`config.mk`:
```
export PLATFORM = sky130hd
export DESIGN_NAME = pbafm_core
export DESIGN_NICKNAME = d
export VERILOG_FILES = /design/src/core/pbafm_pkg.sv /design/src/core/pbafm_core.sv
export SDC_FILE = /design/constraint.sdc
export NUM_CORES = 1
export LEC_CHECK = 0
export BUFFER_PORTS_ARGS = -buffer_cell sky130_fd_sc_hd__buf_2
export CAP_MARGIN = 20
export CORE_ASPECT_RATIO = 0.9
export CORE_MARGIN = 2
export CORE_UTILIZATION = 30
export CTS_CLUSTER_SIZE = 10
export DETAILED_ROUTE_END_ITERATION = 10
export GPL_TIMING_DRIVEN = 0
export SLEW_MARGIN = 20
export SYNTH_ARGS = -nofsm -noshare
export SYNTH_HDL_FRONTEND = slang
export SYNTH_SLANG_ARGS = --single-unit
export TNS_END_PERCENT = 5
```
`constraint.sdc`:
```
create_clock -name CLOCK -period 1 [get_ports CLOCK]
set_input_delay 0.2 -clock CLOCK [delete_from_list [all_inputs] [get_ports CLOCK]]
set_output_delay 0.2 -clock CLOCK [all_outputs]
set_load 0.02 [all_outputs]
```
`src/core/pbafm_pkg.sv`:
```
// constants for the port b alternate function override logic
// assumes one i/o clock and an active-low asynchronous reset
package pbafm_pkg;
   localparam int PORT_WIDTH = 8;
   typedef logic [PORT_WIDTH-1:0] pbafm_vec_t;

   // pin positions of the alternate functions
   localparam int PIN_SCK = 7;
   localparam int PIN_PWM_1B = 6;
   localparam int PIN_IRQ2 = 5;
   localparam int PIN_AMP_POS = 4;
   localparam int PIN_AMP_NEG = 3;
   localparam int PIN_IRQ1 = 2;
   localparam int PIN_MOSI = 1;
   localparam int PIN_MISO = 0;

   // default pull-up pattern of {direction, output, pull-up disable}
   localparam logic [2:0] PULLUP_PATTERN = 3'h2;

   // values after reset
   localparam pbafm_vec_t RESET_VEC = 8'h00;
   localparam logic RESET_BIT = 1'b0;
   localparam logic [1:0] SYNC_RESET = 2'h0;
endpackage : pbafm_pkg

```
`src/core/pbafm_core.sv`:
```
// port b override logic: resolves pin direction, value, pull-up and input enable
// assumes all peripheral signals on CLOCK; pin levels arrive asynchronously
`timescale 1ns/10ps
module pbafm_core (
   input wire logic CLOCK,
   input wire logic ARST_N,
   input wire pbafm_pkg::pbafm_vec_t PIN_LEVEL,
   input wire pbafm_pkg::pbafm_vec_t DIR_REG,
   input wire pbafm_pkg::pbafm_vec_t OUT_REG,
   input wire logic GLOBAL_PULLUP_DISABLE,
   input wire logic SLEEP_CLAMP,
   input wire logic SPI_ENABLE_BIT,
   input wire logic SPI_MASTER_SELECT,
   input wire logic SPI_PIN_SELECT,
   input wire logic INTERNAL_RESET_SIGNAL,
   input wire logic SPI_CLOCK_OUT,
   input wire logic SPI_MOSI_OUT,
   input wire logic SPI_MISO_OUT,
   input wire logic PWM_STAGE_ENABLE_0B,
   input wire logic PWM_STAGE_VALUE_0B,
   input wire logic PWM_STAGE_ENABLE_1B,
   input wire logic PWM_STAGE_VALUE_1B,
   input wire logic PWM_STAGE_ENABLE_2B,
   input wire logic PWM_STAGE_VALUE_2B,
   input wire logic PWM_STAGE_ENABLE_2A,
   input wire logic PWM_STAGE_VALUE_2A,
   input wire logic EXT_IRQ1_ENABLE,
   input wire logic EXT_IRQ2_ENABLE,
   input wire logic ANALOG4_INPUT_DISABLE,
   input wire logic ANALOG5_INPUT_DISABLE,
   input wire logic ANALOG6_INPUT_DISABLE,
   input wire logic ANALOG7_INPUT_DISABLE,
   input wire logic AMPLIFIER0_INPUT_DISABLE,
   output pbafm_pkg::pbafm_vec_t PIN_OUT,
   output pbafm_pkg::pbafm_vec_t PIN_OE,
   output pbafm_pkg::pbafm_vec_t PIN_PULLUP,
   output pbafm_pkg::pbafm_vec_t PIN_INPUT_ENABLE,
   output pbafm_pkg::pbafm_vec_t PIN_READ,
   output pbafm_pkg::pbafm_vec_t PIN_CHANGE_IRQ,
   output logic EXT_IRQ_SOURCE_1,
   output logic EXT_IRQ_SOURCE_2,
   output logic SPI_CLOCK_INPUT,
   output logic SPI_MOSI_IN,
   output logic SPI_MISO_IN
);
   import pbafm_pkg::*;

   // pull-up from override, else input with output bit set and pull-ups allowed
   function automatic logic resolve_pullup(input logic oe, input logic ov, input logic dd,
                                           input logic po, input logic global_pullup_disable);
      resolve_pullup = oe ? ov : ({dd, po, global_pullup_disable} == PULLUP_PATTERN);
   endfunction : resolve_pullup

   function automatic logic resolve_override(input logic oe, input logic ov, input logic dflt);
      resolve_override = oe ? ov : dflt;
   endfunction : resolve_override

   // two-stage synchroniser on the pad levels
   pbafm_vec_t sync_a;
   pbafm_vec_t sync_b;

   always_ff @(posedge CLOCK or negedge ARST_N) begin
      if (!ARST_N) begin
         sync_a <= RESET_VEC;
         sync_b <= RESET_VEC;
      end else begin
         sync_a <= PIN_LEVEL;
         sync_b <= sync_a;
      end
   end

   // spi owns the port b pins only when its pin select is low
   logic spi_here;
   logic spi_slave;
   logic spi_master;
   assign spi_here = SPI_ENABLE_BIT & ~SPI_PIN_SELECT;
   assign spi_slave = spi_here & ~SPI_MASTER_SELECT;
   assign spi_master = spi_here & SPI_MASTER_SELECT;

   pbafm_vec_t pullup_override_enable;
   pbafm_vec_t pullup_override_value;
   pbafm_vec_t direction_override_enable;
   pbafm_vec_t direction_override_value;
   pbafm_vec_t value_override_enable;
   pbafm_vec_t value_override_value;
   pbafm_vec_t input_enable_override_enable;
   pbafm_vec_t input_enable_override_value;

   always_comb begin
      pullup_override_enable = RESET_VEC;
      pullup_override_value = RESET_VEC;
      direction_override_enable = RESET_VEC;
      direction_override_value = RESET_VEC;
      value_override_enable = RESET_VEC;
      value_override_value = RESET_VEC;
      input_enable_override_enable = RESET_VEC;
      input_enable_override_value = RESET_VEC;
      // clock pin: slave forces input, master keeps direction bit
      pullup_override_enable[PIN_SCK] = spi_slave;
      pullup_override_value[PIN_SCK] = OUT_REG[PIN_SCK] & ~GLOBAL_PULLUP_DISABLE;
      direction_override_enable[PIN_SCK] = spi_slave | PWM_STAGE_ENABLE_0B;
      direction_override_value[PIN_SCK] = PWM_STAGE_ENABLE_0B;
      value_override_enable[PIN_SCK] = spi_master | PWM_STAGE_ENABLE_0B;
      value_override_value[PIN_SCK] = PWM_STAGE_ENABLE_0B ? PWM_STAGE_VALUE_0B : SPI_CLOCK_OUT;
      input_enable_override_enable[PIN_SCK] = ANALOG4_INPUT_DISABLE;
      // pwm output 1b
      direction_override_enable[PIN_PWM_1B] = PWM_STAGE_ENABLE_1B;
      direction_override_value[PIN_PWM_1B] = 1'b1;
      value_override_enable[PIN_PWM_1B] = PWM_STAGE_ENABLE_1B;
      value_override_value[PIN_PWM_1B] = PWM_STAGE_VALUE_1B;
      input_enable_override_enable[PIN_PWM_1B] = ANALOG7_INPUT_DISABLE;
      // external irq 2 keeps input alive over analog disable and sleep
      input_enable_override_enable[PIN_IRQ2] = ANALOG6_INPUT_DISABLE | EXT_IRQ2_ENABLE;
      input_enable_override_value[PIN_IRQ2] = EXT_IRQ2_ENABLE;
      input_enable_override_enable[PIN_AMP_POS] = AMPLIFIER0_INPUT_DISABLE;
      input_enable_override_enable[PIN_AMP_NEG] = AMPLIFIER0_INPUT_DISABLE;
      input_enable_override_enable[PIN_IRQ1] = ANALOG5_INPUT_DISABLE | EXT_IRQ1_ENABLE;
      input_enable_override_value[PIN_IRQ1] = EXT_IRQ1_ENABLE;
      // mosi: slave forces input
      pullup_override_enable[PIN_MOSI] = spi_slave;
      pullup_override_value[PIN_MOSI] = OUT_REG[PIN_MOSI] & ~GLOBAL_PULLUP_DISABLE;
      direction_override_enable[PIN_MOSI] = spi_slave | PWM_STAGE_ENABLE_2B;
      direction_override_value[PIN_MOSI] = PWM_STAGE_ENABLE_2B;
      value_override_enable[PIN_MOSI] = spi_master | PWM_STAGE_ENABLE_2B;
      value_override_value[PIN_MOSI] = PWM_STAGE_ENABLE_2B ? PWM_STAGE_VALUE_2B : SPI_MOSI_OUT;
      // miso: master forces input
      pullup_override_enable[PIN_MISO] = spi_master;
      pullup_override_value[PIN_MISO] = OUT_REG[PIN_MISO] & ~GLOBAL_PULLUP_DISABLE;
      direction_override_enable[PIN_MISO] = spi_master | PWM_STAGE_ENABLE_2A;
      direction_override_value[PIN_MISO] = PWM_STAGE_ENABLE_2A;
      value_override_enable[PIN_MISO] = spi_slave | PWM_STAGE_ENABLE_2A;
      value_override_value[PIN_MISO] = PWM_STAGE_ENABLE_2A ? PWM_STAGE_VALUE_2A : SPI_MISO_OUT;
   end

   pbafm_vec_t next_oe;
   pbafm_vec_t next_out;
   pbafm_vec_t next_pullup;
   pbafm_vec_t next_in_en;

   always_comb begin
      next_oe = RESET_VEC;
      next_out = RESET_VEC;
      next_pullup = RESET_VEC;
      next_in_en = RESET_VEC;
      // sleep clamps every input that no function keeps alive
      for (int i = 0; i < PORT_WIDTH; i++) begin
         next_oe[i] = resolve_override(direction_override_enable[i], direction_override_value[i], DIR_REG[i]);
         next_out[i] = next_oe[i] & resolve_override(value_override_enable[i], value_override_value[i], OUT_REG[i]);
         next_pullup[i] = resolve_pullup(pullup_override_enable[i], pullup_override_value[i], DIR_REG[i], OUT_REG[i],
                                         GLOBAL_PULLUP_DISABLE);
         next_in_en[i] = resolve_override(input_enable_override_enable[i], input_enable_override_value[i], ~SLEEP_CLAMP);
      end
   end

   // input clamped to low while the input buffer is disabled
   pbafm_vec_t pin_in;
   assign pin_in = sync_b & next_in_en;

   // pad controls registered so no pad glitches while the controls settle
   always_ff @(posedge CLOCK or negedge ARST_N) begin
      if (!ARST_N) begin
         PIN_OE <= RESET_VEC;
         PIN_OUT <= RESET_VEC;
         PIN_PULLUP <= RESET_VEC;
         PIN_INPUT_ENABLE <= RESET_VEC;
      end else begin
         PIN_OE <= next_oe;
         PIN_OUT <= next_out;
         PIN_PULLUP <= next_pullup;
         PIN_INPUT_ENABLE <= next_in_en;
      end
   end

   // reads and irq sources share the gated, synchronised level
   always_ff @(posedge CLOCK or negedge ARST_N) begin
      if (!ARST_N) begin
         PIN_READ <= RESET_VEC;
         PIN_CHANGE_IRQ <= RESET_VEC;
         EXT_IRQ_SOURCE_1 <= RESET_BIT;
         EXT_IRQ_SOURCE_2 <= RESET_BIT;
      end else begin
         PIN_READ <= pin_in;
         PIN_CHANGE_IRQ <= pin_in;
         EXT_IRQ_SOURCE_1 <= pin_in[PIN_IRQ1];
         EXT_IRQ_SOURCE_2 <= pin_in[PIN_IRQ2];
      end
   end

   // spi sees nothing while routed elsewhere or held in internal reset
   always_ff @(posedge CLOCK or negedge ARST_N) begin
      if (!ARST_N) begin
         SPI_CLOCK_INPUT <= RESET_BIT;
         SPI_MOSI_IN <= RESET_BIT;
         SPI_MISO_IN <= RESET_BIT;
      end else begin
         SPI_CLOCK_INPUT <= pin_in[PIN_SCK] & ~SPI_PIN_SELECT & ~INTERNAL_RESET_SIGNAL;
         SPI_MOSI_IN <= pin_in[PIN_MOSI] & ~SPI_PIN_SELECT & ~INTERNAL_RESET_SIGNAL;
         SPI_MISO_IN <= pin_in[PIN_MISO] & ~SPI_PIN_SELECT & ~INTERNAL_RESET_SIGNAL;
      end
   end
endmodule : pbafm_core

```
==> metrics.md, run 1 <==
| Metric | Value |
|---|---|
| Status | `finished, violations left` |
| Failing checks | `negative setup slack` |
| Mapped cell area | `0.00188 mm2` |
| Remaining DRCs | `0` |
| Logic depth of the worst register-to-register path | `2` |
| Remaining antenna violation count | `0` |
| Wire length of the first global-routing pass | `roughly 6400 um` |
| Reg power frac | `~47%` |
| Average cell area after synthesis | `15.1 um2` |
| Initial Utilization | `between 30% and 40%` |
| Post-CTS repair timing setup buffer count | `0` |
| Final worst-path setup slack | `-0.177 ns` |
| Async SR Flop Fraction | `between 90% and 100%` |
| Pre-Repair DR Iteration Count | `4` |
| Share of layout cells above drive strength 1 | `roughly 54%` |
| Violation count after the first detailed-route iteration | `32` |
| Synthesis-to-finish area growth | `55.9%` |
| Critical path startpoint category | `flop` |
| Seq cells post-synth | `between 50 and 60` |
| Max-capacitance violation count | `0` |
| Leftover overflow at the end of global routing | `0` |
| Final critical-path share of the clock period | `118%` |
| Internal power contribution | `~4 mW` |
| Number of buffers added on ports | `about 100` |
| Achievable frequency | `0.850 GHz` |
| TritonCTS clock tree | `yes` |
| CTS root buf | `sky130_fd_sc_hd__clkbuf_8` |
| Pin count of the biggest net entering global routing | `58` |
| Die Y-Extent | `about 79 um` |
| Data arrival time at the worst-slack endpoint | `approximately 0.98 ns` |
| Number of cell rows | `27` |
| Number of vias per cell after detailed routing | `4.22` |
| Weighted congestion reported at the end of routability-driven placement | `between 0.6 and 0.7` |
| Max Buffers Root-to-Sink | `2` |
| Max-Slew Margin vs Limit | `66.5%` |
| WL final | `around 4000 um` |
| Final setup TNS | `-3.38 ns` |
| Number of nets in the synthesized netlist | `approximately 170` |
| Final-stage net count | `300` |
| Switching Share | `roughly a quarter` |
| Startpoint of the most critical setup path | `PIN_READ[2]$_DFF_PN0_` |
| Static Leak | `between 1.5 and 2 nW` |
| Core occupancy in the finished layout | `approximately half` |
| Die W | `87.4 um` |
| Layout Cells excl Fill | `~330` |
| CP Max Fanout | `3` |
| DIE AREA | `slightly below 0.007 mm2` |
| Cell count after placement | `about 300` |
| Actual transition at the worst max-transition pin | `between 0.5 and 0.6 ns` |
| Critical Path End Type | `primary output` |
| Antenna violations before repair | `0` |
| Number of clock sinks | `between 50 and 60` |
| Pins Over Slew Limit | `0` |
| Unique masters post-synth | `26` |
| Top cells by area in the synthesized netlist | `sky130_fd_sc_hd__dfrtp_1, sky130_fd_sc_hd__buf_4, sky130_fd_sc_hd__and2_1` |
| Worst setup path class | `flop to primary output` |
| Portion of synthesized cell area occupied by the leading cell type | `roughly three quarters` |
| Via count of the first global-routing pass | `roughly 1400` |
| Required time of the critical path | `roughly 0.80 ns` |
| Reg2Reg Capture Point | `SPI_CLOCK_INPUT$_DFF_PN0_` |
| Power density of the placed cells | `approximately 1800 mW/mm2` |
| Final Hold Fails | `0` |
| Post-Route Skew | `0.00484 ns` |
| Half-perimeter wire length after placement | `between 2000 and 3000 um` |
| Maximum resistive drop on vdd | `0.934 mV` |
| Number of synthesized flops with an enable pin | `0` |
| Final count of negative-setup-slack endpoints | `53` |
| Clock power share | `40.4%` |
| Core footprint | `0.00608 mm2` |
| Start of the worst register-to-register path | `sync_b[7]$_DFF_PN0_` |
| Hold Slack | `approximately 0.033 ns` |
| ANT cells | `0` |
| Dominant cell type by area after synthesis | `sky130_fd_sc_hd__dfrtp_1` |
| RSZ-0062 raised after global routing | `yes` |
| Worst setup slack before clock tree synthesis | `between 0.04 and 0.05 ns` |
| IO Pins | `approximately 100` |
| Critical path destination | `PIN_CHANGE_IRQ[2]` |
| Yosys warnings | `0` |
| Fill cell total of the finished layout | `approximately 540` |
| Max H-tree Level | `3` |
| Routed length per placed instance | `12.3 um` |
| Worst reg-to-reg setup slack | `about 0.26 ns` |
| Comb power frac | `about an eighth` |
| Sw Pwr | `between 1 and 1.5 mW` |
| Tot GR Track Use | `12.5%` |
| CTS clk-pin slew, worst paths | `0.06 ns` |
| Clk Latency, worst-skew pair | `0.32 ns` |
| Min Clock Period, post-route | `around 1.2 ns` |
| Min-Delay Path Class | `input port to flop` |
| Synthesized netlist cell count | `roughly 120` |
| TritonCTS buffer count | `9` |
| Main flop type after synthesis | `sky130_fd_sc_hd__dfrtp_1` |
| Count of vias placed by the detailed router | `1377` |
| Part of the Yosys area used for sequential elements | `about 76%` |
## cells in the final DEF (no fill, tap or decap), types with 2 or more instances in the layout
cell,Yosys,layout
sky130_fd_sc_hd__buf_2,0,84
sky130_fd_sc_hd__dfrtp_1,57,57
sky130_fd_sc_hd__buf_6,0,21
sky130_fd_sc_hd__dlygate4sd3_1,0,13
sky130_fd_sc_hd__clkbuf_8,0,11
sky130_fd_sc_hd__and2_1,9,9
sky130_fd_sc_hd__buf_4,12,9
sky130_fd_sc_hd__nor3b_1,7,7
sky130_fd_sc_hd__nor2b_1,4,4
sky130_fd_sc_hd__nand2_1,4,4
sky130_fd_sc_hd__nor2_1,3,3
sky130_fd_sc_hd__nand4_1,3,3
sky130_fd_sc_hd__nand2b_1,3,3
sky130_fd_sc_hd__a21oi_1,3,3
sky130_fd_sc_hd__o21bai_1,2,2
sky130_fd_sc_hd__a31oi_1,2,2
sky130_fd_sc_hd__and3b_1,2,2
sky130_fd_sc_hd__clkinv_2,0,2
## power groups by stage
stage / Sequential [mW] / Clock, mW / Combinational, mW
4_1_cts: 2.46 / 2.17 / 0.631
6_report: 2.46 / 2.10 / 0.646
5_1_grt: 2.47 / 2.29 / 0.705
3_5_place_dp: 2.50 / 0 / 0.560
3_3_place_gp: 2.49 / 0 / 0.555
2_1_floorplan: 2.61 / 0 / 0.150
## layout make-up
type                       count  area (um2)  area share, %
buffer                        12         101           3.46
timing repair buffer         115         753           25.7
multi-input combinational     54         358           12.2
clock inverter                 3        40.0           1.37
sequential                    57        1430           48.7
inverter                       1        3.75          0.128
tap                           72        90.1           3.08
clock buffer                  12         155           5.30
## worst min-delay path by stage
stage,from,depth (start not counted),endpoint,slack [ns]
floorplan,ARST_N,0,PIN_INPUT_ENABLE[1]$_DFF_PN0_,-0.1
global placement,PIN_LEVEL[7],1,sync_a[7]$_DFF_PN0_,0.31
detailed placement,ARST_N,1,PIN_INPUT_ENABLE[6]$_DFF_PN0_,0.30
CTS,ANALOG4_INPUT_DISABLE,2,PIN_INPUT_ENABLE[7]$_DFF_PN0_,0.01
global route,ANALOG4_INPUT_DISABLE,2,PIN_INPUT_ENABLE[7]$_DFF_PN0_,0.008
finish,ANALOG4_INPUT_DISABLE,2,PIN_INPUT_ENABLE[7]$_DFF_PN0_,0.03
## synthesized netlist by cell type, types with 2 or more instances
library cell	count
sky130_fd_sc_hd__dfrtp_1	57
sky130_fd_sc_hd__buf_4	12
sky130_fd_sc_hd__and2_1	9
sky130_fd_sc_hd__nor3b_1	7
sky130_fd_sc_hd__nand2_1	4
sky130_fd_sc_hd__nor2b_1	4
sky130_fd_sc_hd__a21oi_1	3
sky130_fd_sc_hd__nand2b_1	3
sky130_fd_sc_hd__nand4_1	3
sky130_fd_sc_hd__nor2_1	3
sky130_fd_sc_hd__a31oi_1	2
sky130_fd_sc_hd__and3b_1	2
sky130_fd_sc_hd__o21bai_1	2
## cells by family (layout without fill, tap and decap cells)
logic type / after synthesis / count (layout) / share of synthesized area (%)
buf+inv: 13 / 143 / 5.00
simple gates: 42 / 42 / 14.7
compound gates: 12 / 12 / 4.33
flops: 57 / 57 / 75.9
## per-stage QoR
stage	cell area, um2	power [mW]
global placement	2480	3.05
floorplan	1880	2.76
finish	2930	5.21
global route	2930	5.46
detailed placement	2480	3.06
CTS	2870	5.26
## timing repair
item | 4_1_cts | 5_1_grt
endpoints found under the hold margin | 69 | 0
setup endpoints to repair | 53 | 110
hold buffers | 13 | 0
resized for setup | 20 | 18
## sequential cells by signal, indices dropped and copies added (netlist names), 6 cells and up
register          cells
PIN_INPUT_ENABLE      6
PIN_OE                8
PIN_OUT               8
PIN_PULLUP            8
PIN_READ              8
sync_a                8
sync_b                8
## per-layer routing
metal | GRT usage [%] | wire length (um)
met2 | 19.9 | 1910
met3 | 9.15 | 563
met5 | 0 | 0
met1 | 12.7 | 1480
met4 | 4.15 | 52
## worst max-delay path, stage by stage, from the launching register on
cell,delay [ns]
sky130_fd_sc_hd__dfrtp_1,0.40
sky130_fd_sc_hd__buf_4,0.14
sky130_fd_sc_hd__buf_6,0.12
Power figures use the tool's default switching activity.
==> run 2, diff against run 1 <==
RECOVER_POWER = 100   (was default)
clock period = 1.15 ns   (was 1 ns; I/O delays follow)
==> run 2 against run 1 <==
Against the previous run:
- the run still ends with negative setup slack left
- utilization down 1.6 points
- clock power down 12%
- die area unchanged
- via count down 0.94%
==> metrics.md, run 2 (synthesized netlist as in run 1, its figures left out) <==
| Metric | Value |
|---|---|
| Status | `finished, violations left` |
| Failing checks | `negative setup slack` |
| Routed length per placed instance | `12.3 um (-0.12%)` |
| TritonCTS buffer count | `9 (unchanged)` |
| Count of vias placed by the detailed router | `1364 (-0.94%)` |
| Post-Route Skew | `0.00595 ns (+0.00111 ns)` |
| Final Hold Fails | `0 (unchanged)` |
| Wire length of the first global-routing pass | `6350 um (about the same)` |
| Share of layout cells above drive strength 1 | `49.0% (-4.5 points)` |
| Die W | `87.4 um (unchanged)` |
| Remaining DRCs | `0 (unchanged)` |
| Weighted congestion reported at the end of routability-driven placement | `0.662 (unchanged)` |
| Remaining antenna violation count | `0 (unchanged)` |
| Worst setup path class | `flop to primary output` |
| Final setup TNS | `-0.360 ns (+3.02 ns)` |
| Pins Over Slew Limit | `0 (unchanged)` |
| Synthesis-to-finish area growth | `50.6%` |
| Achievable frequency | `~0.83 GHz` |
| Maximum resistive drop on vdd | `0.774 mV (-17%)` |
| Pin count of the biggest net entering global routing | `58 (unchanged)` |
| Max-Slew Margin vs Limit | `53.7% (-13 points)` |
| Final-stage net count | `295 (-1.7%)` |
| TritonCTS clock tree | `yes` |
| Data arrival time at the worst-slack endpoint | `0.98 ns (about the same)` |
| Critical Path End Type | `primary output` |
| Number of vias per cell after detailed routing | `4.25 (+0.60%)` |
| Final critical-path share of the clock period | `105%` |
| Number of cell rows | `27 (unchanged)` |
| Required time of the critical path | `0.92 ns (+0.12 ns)` |
| Static Leak | `1.45 nW (-4.7%)` |
| Max H-tree Level | `3 (unchanged)` |
| Final count of negative-setup-slack endpoints | `12 (-77%)` |
| Finished layout cell area | `0.00283 mm2 (-3.4%)` |
| CP Max Fanout | `3 (unchanged)` |
| Final total power | `4.50 mW (-14%)` |
| Cell count after placement | `298 (unchanged)` |
| CTS root buf | `sky130_fd_sc_hd__clkbuf_8` |
| Hold Slack | `0.0303 ns (-0.00308 ns)` |
| Pre-Repair DR Iteration Count | `3 (-1)` |
| Most common cell after layout, fill and taps aside | `sky130_fd_sc_hd__dfrtp_1` |
| Worst setup slack before clock tree synthesis | `0.167 ns (+0.120 ns)` |
| Min Clock Period, post-route | `about 1.2 ns` |
| Clk Latency, worst-skew pair | `0.32 ns (about the same)` |
| Number of clock sinks | `57 (unchanged)` |
| Via count of the first global-routing pass | `1418 (-0.91%)` |
| Half-perimeter wire length after placement | `2740 um (unchanged)` |
| Tot GR Track Use | `12.5% (unchanged)` |
| Core footprint | `0.00608 mm2 (unchanged)` |
| Initial Utilization | `30.9% (unchanged)` |
| IO Pins | `103 (unchanged)` |
| Power density of the placed cells | `1590 mW/mm2 (-11%)` |
| WL final | `3940 um (-1.6%)` |
| CTS clk-pin slew, worst paths | `0.06 ns (about the same)` |
| Post-CTS repair timing setup buffer count | `0 (unchanged)` |
| Antenna violations before repair | `0 (unchanged)` |
| Max Buffers Root-to-Sink | `2 (unchanged)` |
| Min-Delay Path Class | `input port to flop` |
| Die Y-Extent | `79.1 um (unchanged)` |
| DIE AREA | `0.00691 mm2 (unchanged)` |
| Leftover overflow at the end of global routing | `0 (unchanged)` |
| Layout Cells excl Fill | `321 (-1.5%)` |
| ANT cells | `0 (unchanged)` |
| Max-capacitance violation count | `0 (unchanged)` |
| Number of buffers added on ports | `102 (unchanged)` |
| Violation count after the first detailed-route iteration | `27 (-16%)` |
| Placed inst area | `0.00248 mm2 (unchanged)` |
| Actual transition at the worst max-transition pin | `0.694 ns (+0.191 ns)` |
| Final worst-path setup slack | `-0.0581 ns (+0.119 ns)` |
| Core occupancy in the finished layout | `46.5% (-1.6 points)` |
| Critical path startpoint category | `flop` |
| RSZ-0062 raised after global routing | `yes` |
| Highest-count cells in the layout ignoring fill and taps | `sky130_fd_sc_hd__dfrtp_1, sky130_fd_sc_hd__buf_2, sky130_fd_sc_hd__clkbuf_2, sky130_fd_sc_hd__buf_6, sky130_fd_sc_hd__clkbuf_8` |
## run 2: cell types whose count changed in the layout (fill, tap and decap cells not counted), moves of 2 or more
cell	before	now
sky130_fd_sc_hd__and2_0	0	6
sky130_fd_sc_hd__and2_1	9	3
sky130_fd_sc_hd__buf_2	84	48
sky130_fd_sc_hd__buf_4	9	5
sky130_fd_sc_hd__clkbuf_1	1	10
sky130_fd_sc_hd__clkbuf_2	0	32
sky130_fd_sc_hd__dlygate4sd3_1	13	8
sky130_fd_sc_hd__o21ai_0	1	3
## run 2: repair_timing
item / 4_1_cts / 5_1_grt
hold buffers: 8 / 0
pin swaps: 0 / 0
endpoints found under the setup margin: 12 / 15
resized for setup: 23 / 9
endpoints found under the hold margin: 64 / 0
## run 2: layout make-up
class / instances / area [um2]
fill: 560 / 3250
sequential: 57 / 1430
timing repair buffer: 110 / 657
multi-input combinational: 54 / 335
clock buffer: 12 / 155
buffer: 12 / 120
tap: 72 / 90.1
clock inverter: 3 / 40.0
inverter: 1 / 3.75
## run 2: routing by layer
| layer | part of all wire [%] | global-route usage (%) | vias to the layer above |
|---|---|---|---|
| met2 | 47 | 19.8 | 83 |
| met3 | 14 | 9.15 | 6 |
| met1 | 37 | 12.8 | 637 |
| li1 | - | - | 638 |
| met4 | 1.3 | 4.15 | 0 |
| met5 | 0 | 0 | - |
## run 2: power by group
group | leakage (nW) | total (mW) | switching, mW | internal (mW)
logic | 0.648 | 0.524 | 0.289 | 0.234
clock network | 0.102 | 1.84 | 0.737 | 1.10
registers | 0.701 | 2.14 | 0.0321 | 2.11
## run 2: critical path: stages, from the launching register on
cell and delay, ns:
sky130_fd_sc_hd__dfrtp_1 0.40, sky130_fd_sc_hd__buf_4 0.14, sky130_fd_sc_hd__buf_6 0.12
## run 2: worst paths after layout
kind                                            start                             to  slack [ns]  cells after the start
worst max-delay path            PIN_READ[2]$_DFF_PN0_              PIN_CHANGE_IRQ[2]       -0.06                      2
worst min-delay path                     PIN_LEVEL[7]            sync_a[7]$_DFF_PN0_        0.03                      1
worst max register to register    sync_b[7]$_DFF_PN0_      SPI_CLOCK_INPUT$_DFF_PN0_        0.38                      2
worst min register to register    sync_a[6]$_DFF_PN0_            sync_b[6]$_DFF_PN0_        0.35                      0
max in group asynchronous                      ARST_N            sync_a[5]$_DFF_PN0_        0.17                      2
min in group asynchronous                      ARST_N  PIN_INPUT_ENABLE[6]$_DFF_PN0_        0.49                      2
==> run 3, diff against run 2 <==
CTS_CLUSTER_DIAMETER = 60   (was default)
clock period = 1.3 ns   (was 1.15 ns; I/O delays follow)
==> run 3 against run 2 <==
Against the previous run:
- largest power group unchanged
- utilization is 3.7 points lower
- global-route usage down 0.49 points
- highest routed layer unchanged
- clock-buffer cell count is the same
- first-iteration DRC count is 3.7% lower
- worst hold slack gained 0.015 ns
- sequential share of layout area is 4.3 points higher
- the run now ends clean
- critical path type unchanged
- die area did not move
- critical path depth unchanged
- final cell count down 2.5%
- wire length is 3.0% lower
- register-to-register slack gained 0.15 ns
==> metrics.md, run 3 (synthesized netlist as in run 1, its figures left out) <==
| Metric | Value |
|---|---|
| Status | `finished clean` |
| Start of the worst register-to-register path | `sync_b[7]$_DFF_PN0_` |
| Cell count after placement | `298 (unchanged)` |
| Pin count of the biggest net entering global routing | `58 (unchanged)` |
| TritonCTS clock tree | `yes` |
| Worst setup path class | `flop to primary output` |
| Tot GR Track Use | `12.0% (-0.49 points)` |
| Hold Buf Count CTS | `0 (-8)` |
| Routed length per placed instance | `12.2 um (-0.57%)` |
| Fill cell total of the finished layout | `599 (+7.0%)` |
| Power density of the placed cells | `1500 mW/mm2 (-5.7%)` |
| Number of cell rows | `27 (unchanged)` |
| Max Buffers Root-to-Sink | `2 (unchanged)` |
| Area taken by flip-flops and latches | `0.00143 mm2 (unchanged)` |
| Final setup TNS | `0 ns (+0.360 ns)` |
| Violation count after the first detailed-route iteration | `26 (-3.7%)` |
| Post-CTS repair timing setup buffer count | `0 (unchanged)` |
| WL final | `3820 um (-3.0%)` |
| Remaining DRCs | `0 (unchanged)` |
| CP Buf/Inv Count | `2 (unchanged)` |
| IO Pins | `103 (unchanged)` |
| Layout Cells excl Fill | `313 (-2.5%)` |
| HP Start | `PIN_LEVEL[3]` |
| Final critical-path share of the clock period | `95.3%` |
| Data arrival time at the worst-slack endpoint | `0.98 ns (about the same)` |
| TritonCTS buffer count | `9 (unchanged)` |
| Placed inst area | `0.00248 mm2 (unchanged)` |
| Logic depth of the worst register-to-register path | `2 (unchanged)` |
| Endpoint of the worst hold-timing path | `sync_a[3]$_DFF_PN0_` |
| Critical path startpoint category | `flop` |
| Worst reg-to-reg setup slack | `0.53 ns (+0.15 ns)` |
| Final worst-path setup slack | `0.0608 ns (+0.119 ns)` |
| DIE AREA | `0.00691 mm2 (unchanged)` |
| Critical Path End Type | `primary output` |
| Min-Delay Path Class | `input port to flop` |
| Reg2Reg Capture Point | `SPI_CLOCK_INPUT$_DFF_PN0_` |
| Via count of the first global-routing pass | `1349 (-4.9%)` |
| ANT cells | `0 (unchanged)` |
| Post-Route Skew | `0.00632 ns (+0.000374 ns)` |
| Highest-count cells in the layout ignoring fill and taps | `sky130_fd_sc_hd__dfrtp_1, sky130_fd_sc_hd__clkbuf_1, sky130_fd_sc_hd__buf_2, sky130_fd_sc_hd__clkbuf_8, sky130_fd_sc_hd__buf_4` |
| Static Leak | `1.27 nW (-13%)` |
| CP Max Fanout | `3 (unchanged)` |
| CTS clk-pin slew, worst paths | `0.06 ns (about the same)` |
| Worst hold stages | `1 (unchanged)` |
| Die W | `87.4 um (unchanged)` |
| Leftover overflow at the end of global routing | `0 (unchanged)` |
| Sequence of cells on the critical path | `buf_4 > buf_2` |
| Core footprint | `0.00608 mm2 (unchanged)` |
| Weighted congestion reported at the end of routability-driven placement | `0.662 (unchanged)` |
| Half-perimeter wire length after placement | `2740 um (unchanged)` |
| Share of layout cells above drive strength 1 | `34.4% (-15 points)` |
| Actual transition at the worst max-transition pin | `1.21 ns (+0.515 ns)` |
| Maximum resistive drop on vdd | `0.682 mV (-12%)` |
| Min Clock Period, post-route | `approximately 1.2 ns` |
| Remaining antenna violation count | `0 (unchanged)` |
| Area of combinational cells with multiple inputs | `335 um2 (unchanged)` |
| Die Y-Extent | `79.1 um (unchanged)` |
| CTS root buf | `sky130_fd_sc_hd__clkbuf_8` |
| Final Hold Fails | `0 (unchanged)` |
| Final-stage net count | `287 (-2.7%)` |
| Number of vias per cell after detailed routing | `4.23 (-0.38%)` |
| Antenna violations before repair | `0 (unchanged)` |
| Number of clock sinks | `57 (unchanged)` |
| Wire length of the first global-routing pass | `6060 um (-4.6%)` |
| RSZ-0062 raised after global routing | `no` |
| Pre-Repair DR Iteration Count | `4 (+1)` |
| Pins Over Slew Limit | `0 (unchanged)` |
| Achievable frequency | `0.807 GHz` |
| Synthesis-to-finish area growth | `38.6%` |
| Worst setup slack before clock tree synthesis | `0.287 ns (+0.120 ns)` |
| Clk Latency, worst-skew pair | `0.32 ns (about the same)` |
| Most common cell after layout, fill and taps aside | `sky130_fd_sc_hd__dfrtp_1` |
| Count of vias placed by the detailed router | `1325 (-2.9%)` |
| Peak per-stage delay on the critical path | `0.39 ns (about the same)` |
| Number of instances resized during post-cts repair | `0 (-100%)` |
| Initial Utilization | `30.9% (unchanged)` |
| Core occupancy in the finished layout | `42.8% (-3.7 points)` |
| Max-capacitance violation count | `0 (unchanged)` |
| Max-Slew Margin vs Limit | `19.4% (-34 points)` |
| Dominant delay contributor by cell family on the critical path | `flip-flops` |
| Required time of the critical path | `1.04 ns (+0.12 ns)` |
| Finished layout cell area | `0.00260 mm2 (-7.9%)` |
| Number of buffers added on ports | `102 (unchanged)` |
| Cell with the biggest individual delay on the critical path | `sky130_fd_sc_hd__dfrtp_1` |
| Final total power | `3.91 mW (-13%)` |
| Max H-tree Level | `3 (unchanged)` |
| Final count of negative-setup-slack endpoints | `0 (-12)` |
| Hold Slack | `0.0449 ns (+0.0147 ns)` |
[run 3: cell count changes in the layout (fill, tap and decap cells not counted), sizes merged]
cell	change
buf	-16
dlygate4sd3	-8
clkbuf	+16
[run 3: area by class of cell]
cell class,count,share of cell area (%)
plain buffers,12,3.46
clock buffers,12,5.96
well taps,72,3.46
inverters,1,0.144
repair buffers,102,17.8
multi-input cells,54,12.9
clock inverters,3,1.54
flip-flops and latches,57,54.8
[run 3: per-layer routing]
layer  part of all wire, %  routed length [um]  GRT usage (%)
met1                    38                1440           12.2
met2                    46                1770           18.8
met3                    15                 554           9.25
met4                   1.4                  52           4.15
met5                     0                   0              0
[run 3: worst max path at each step]
stage | startpoint | to | cells after the start
3_3_place_gp | ARST_N | PIN_OE[0]$_DFF_PN0_ | 1
4_1_cts | PIN_READ[2]$_DFF_PN0_ | PIN_CHANGE_IRQ[2] | 2
3_5_place_dp | SPI_PIN_SELECT | PIN_OE[0]$_DFF_PN0_ | 4
2_1_floorplan | PIN_READ[2]$_DFF_PN0_ | PIN_CHANGE_IRQ[2] | 1
6_report | PIN_READ[5]$_DFF_PN0_ | PIN_CHANGE_IRQ[5] | 2
5_1_grt | PIN_READ[7]$_DFF_PN0_ | PIN_READ[7] | 2
[run 3: where the power goes]
part | total (mW) | switching, mW | internal, mW
Combinational | 0.398 | 0.249 | 0.149
Sequential | 1.89 | 0.0263 | 1.86
Clock | 1.62 | 0.645 | 0.973
Total | 3.91 | 0.920 | 2.99
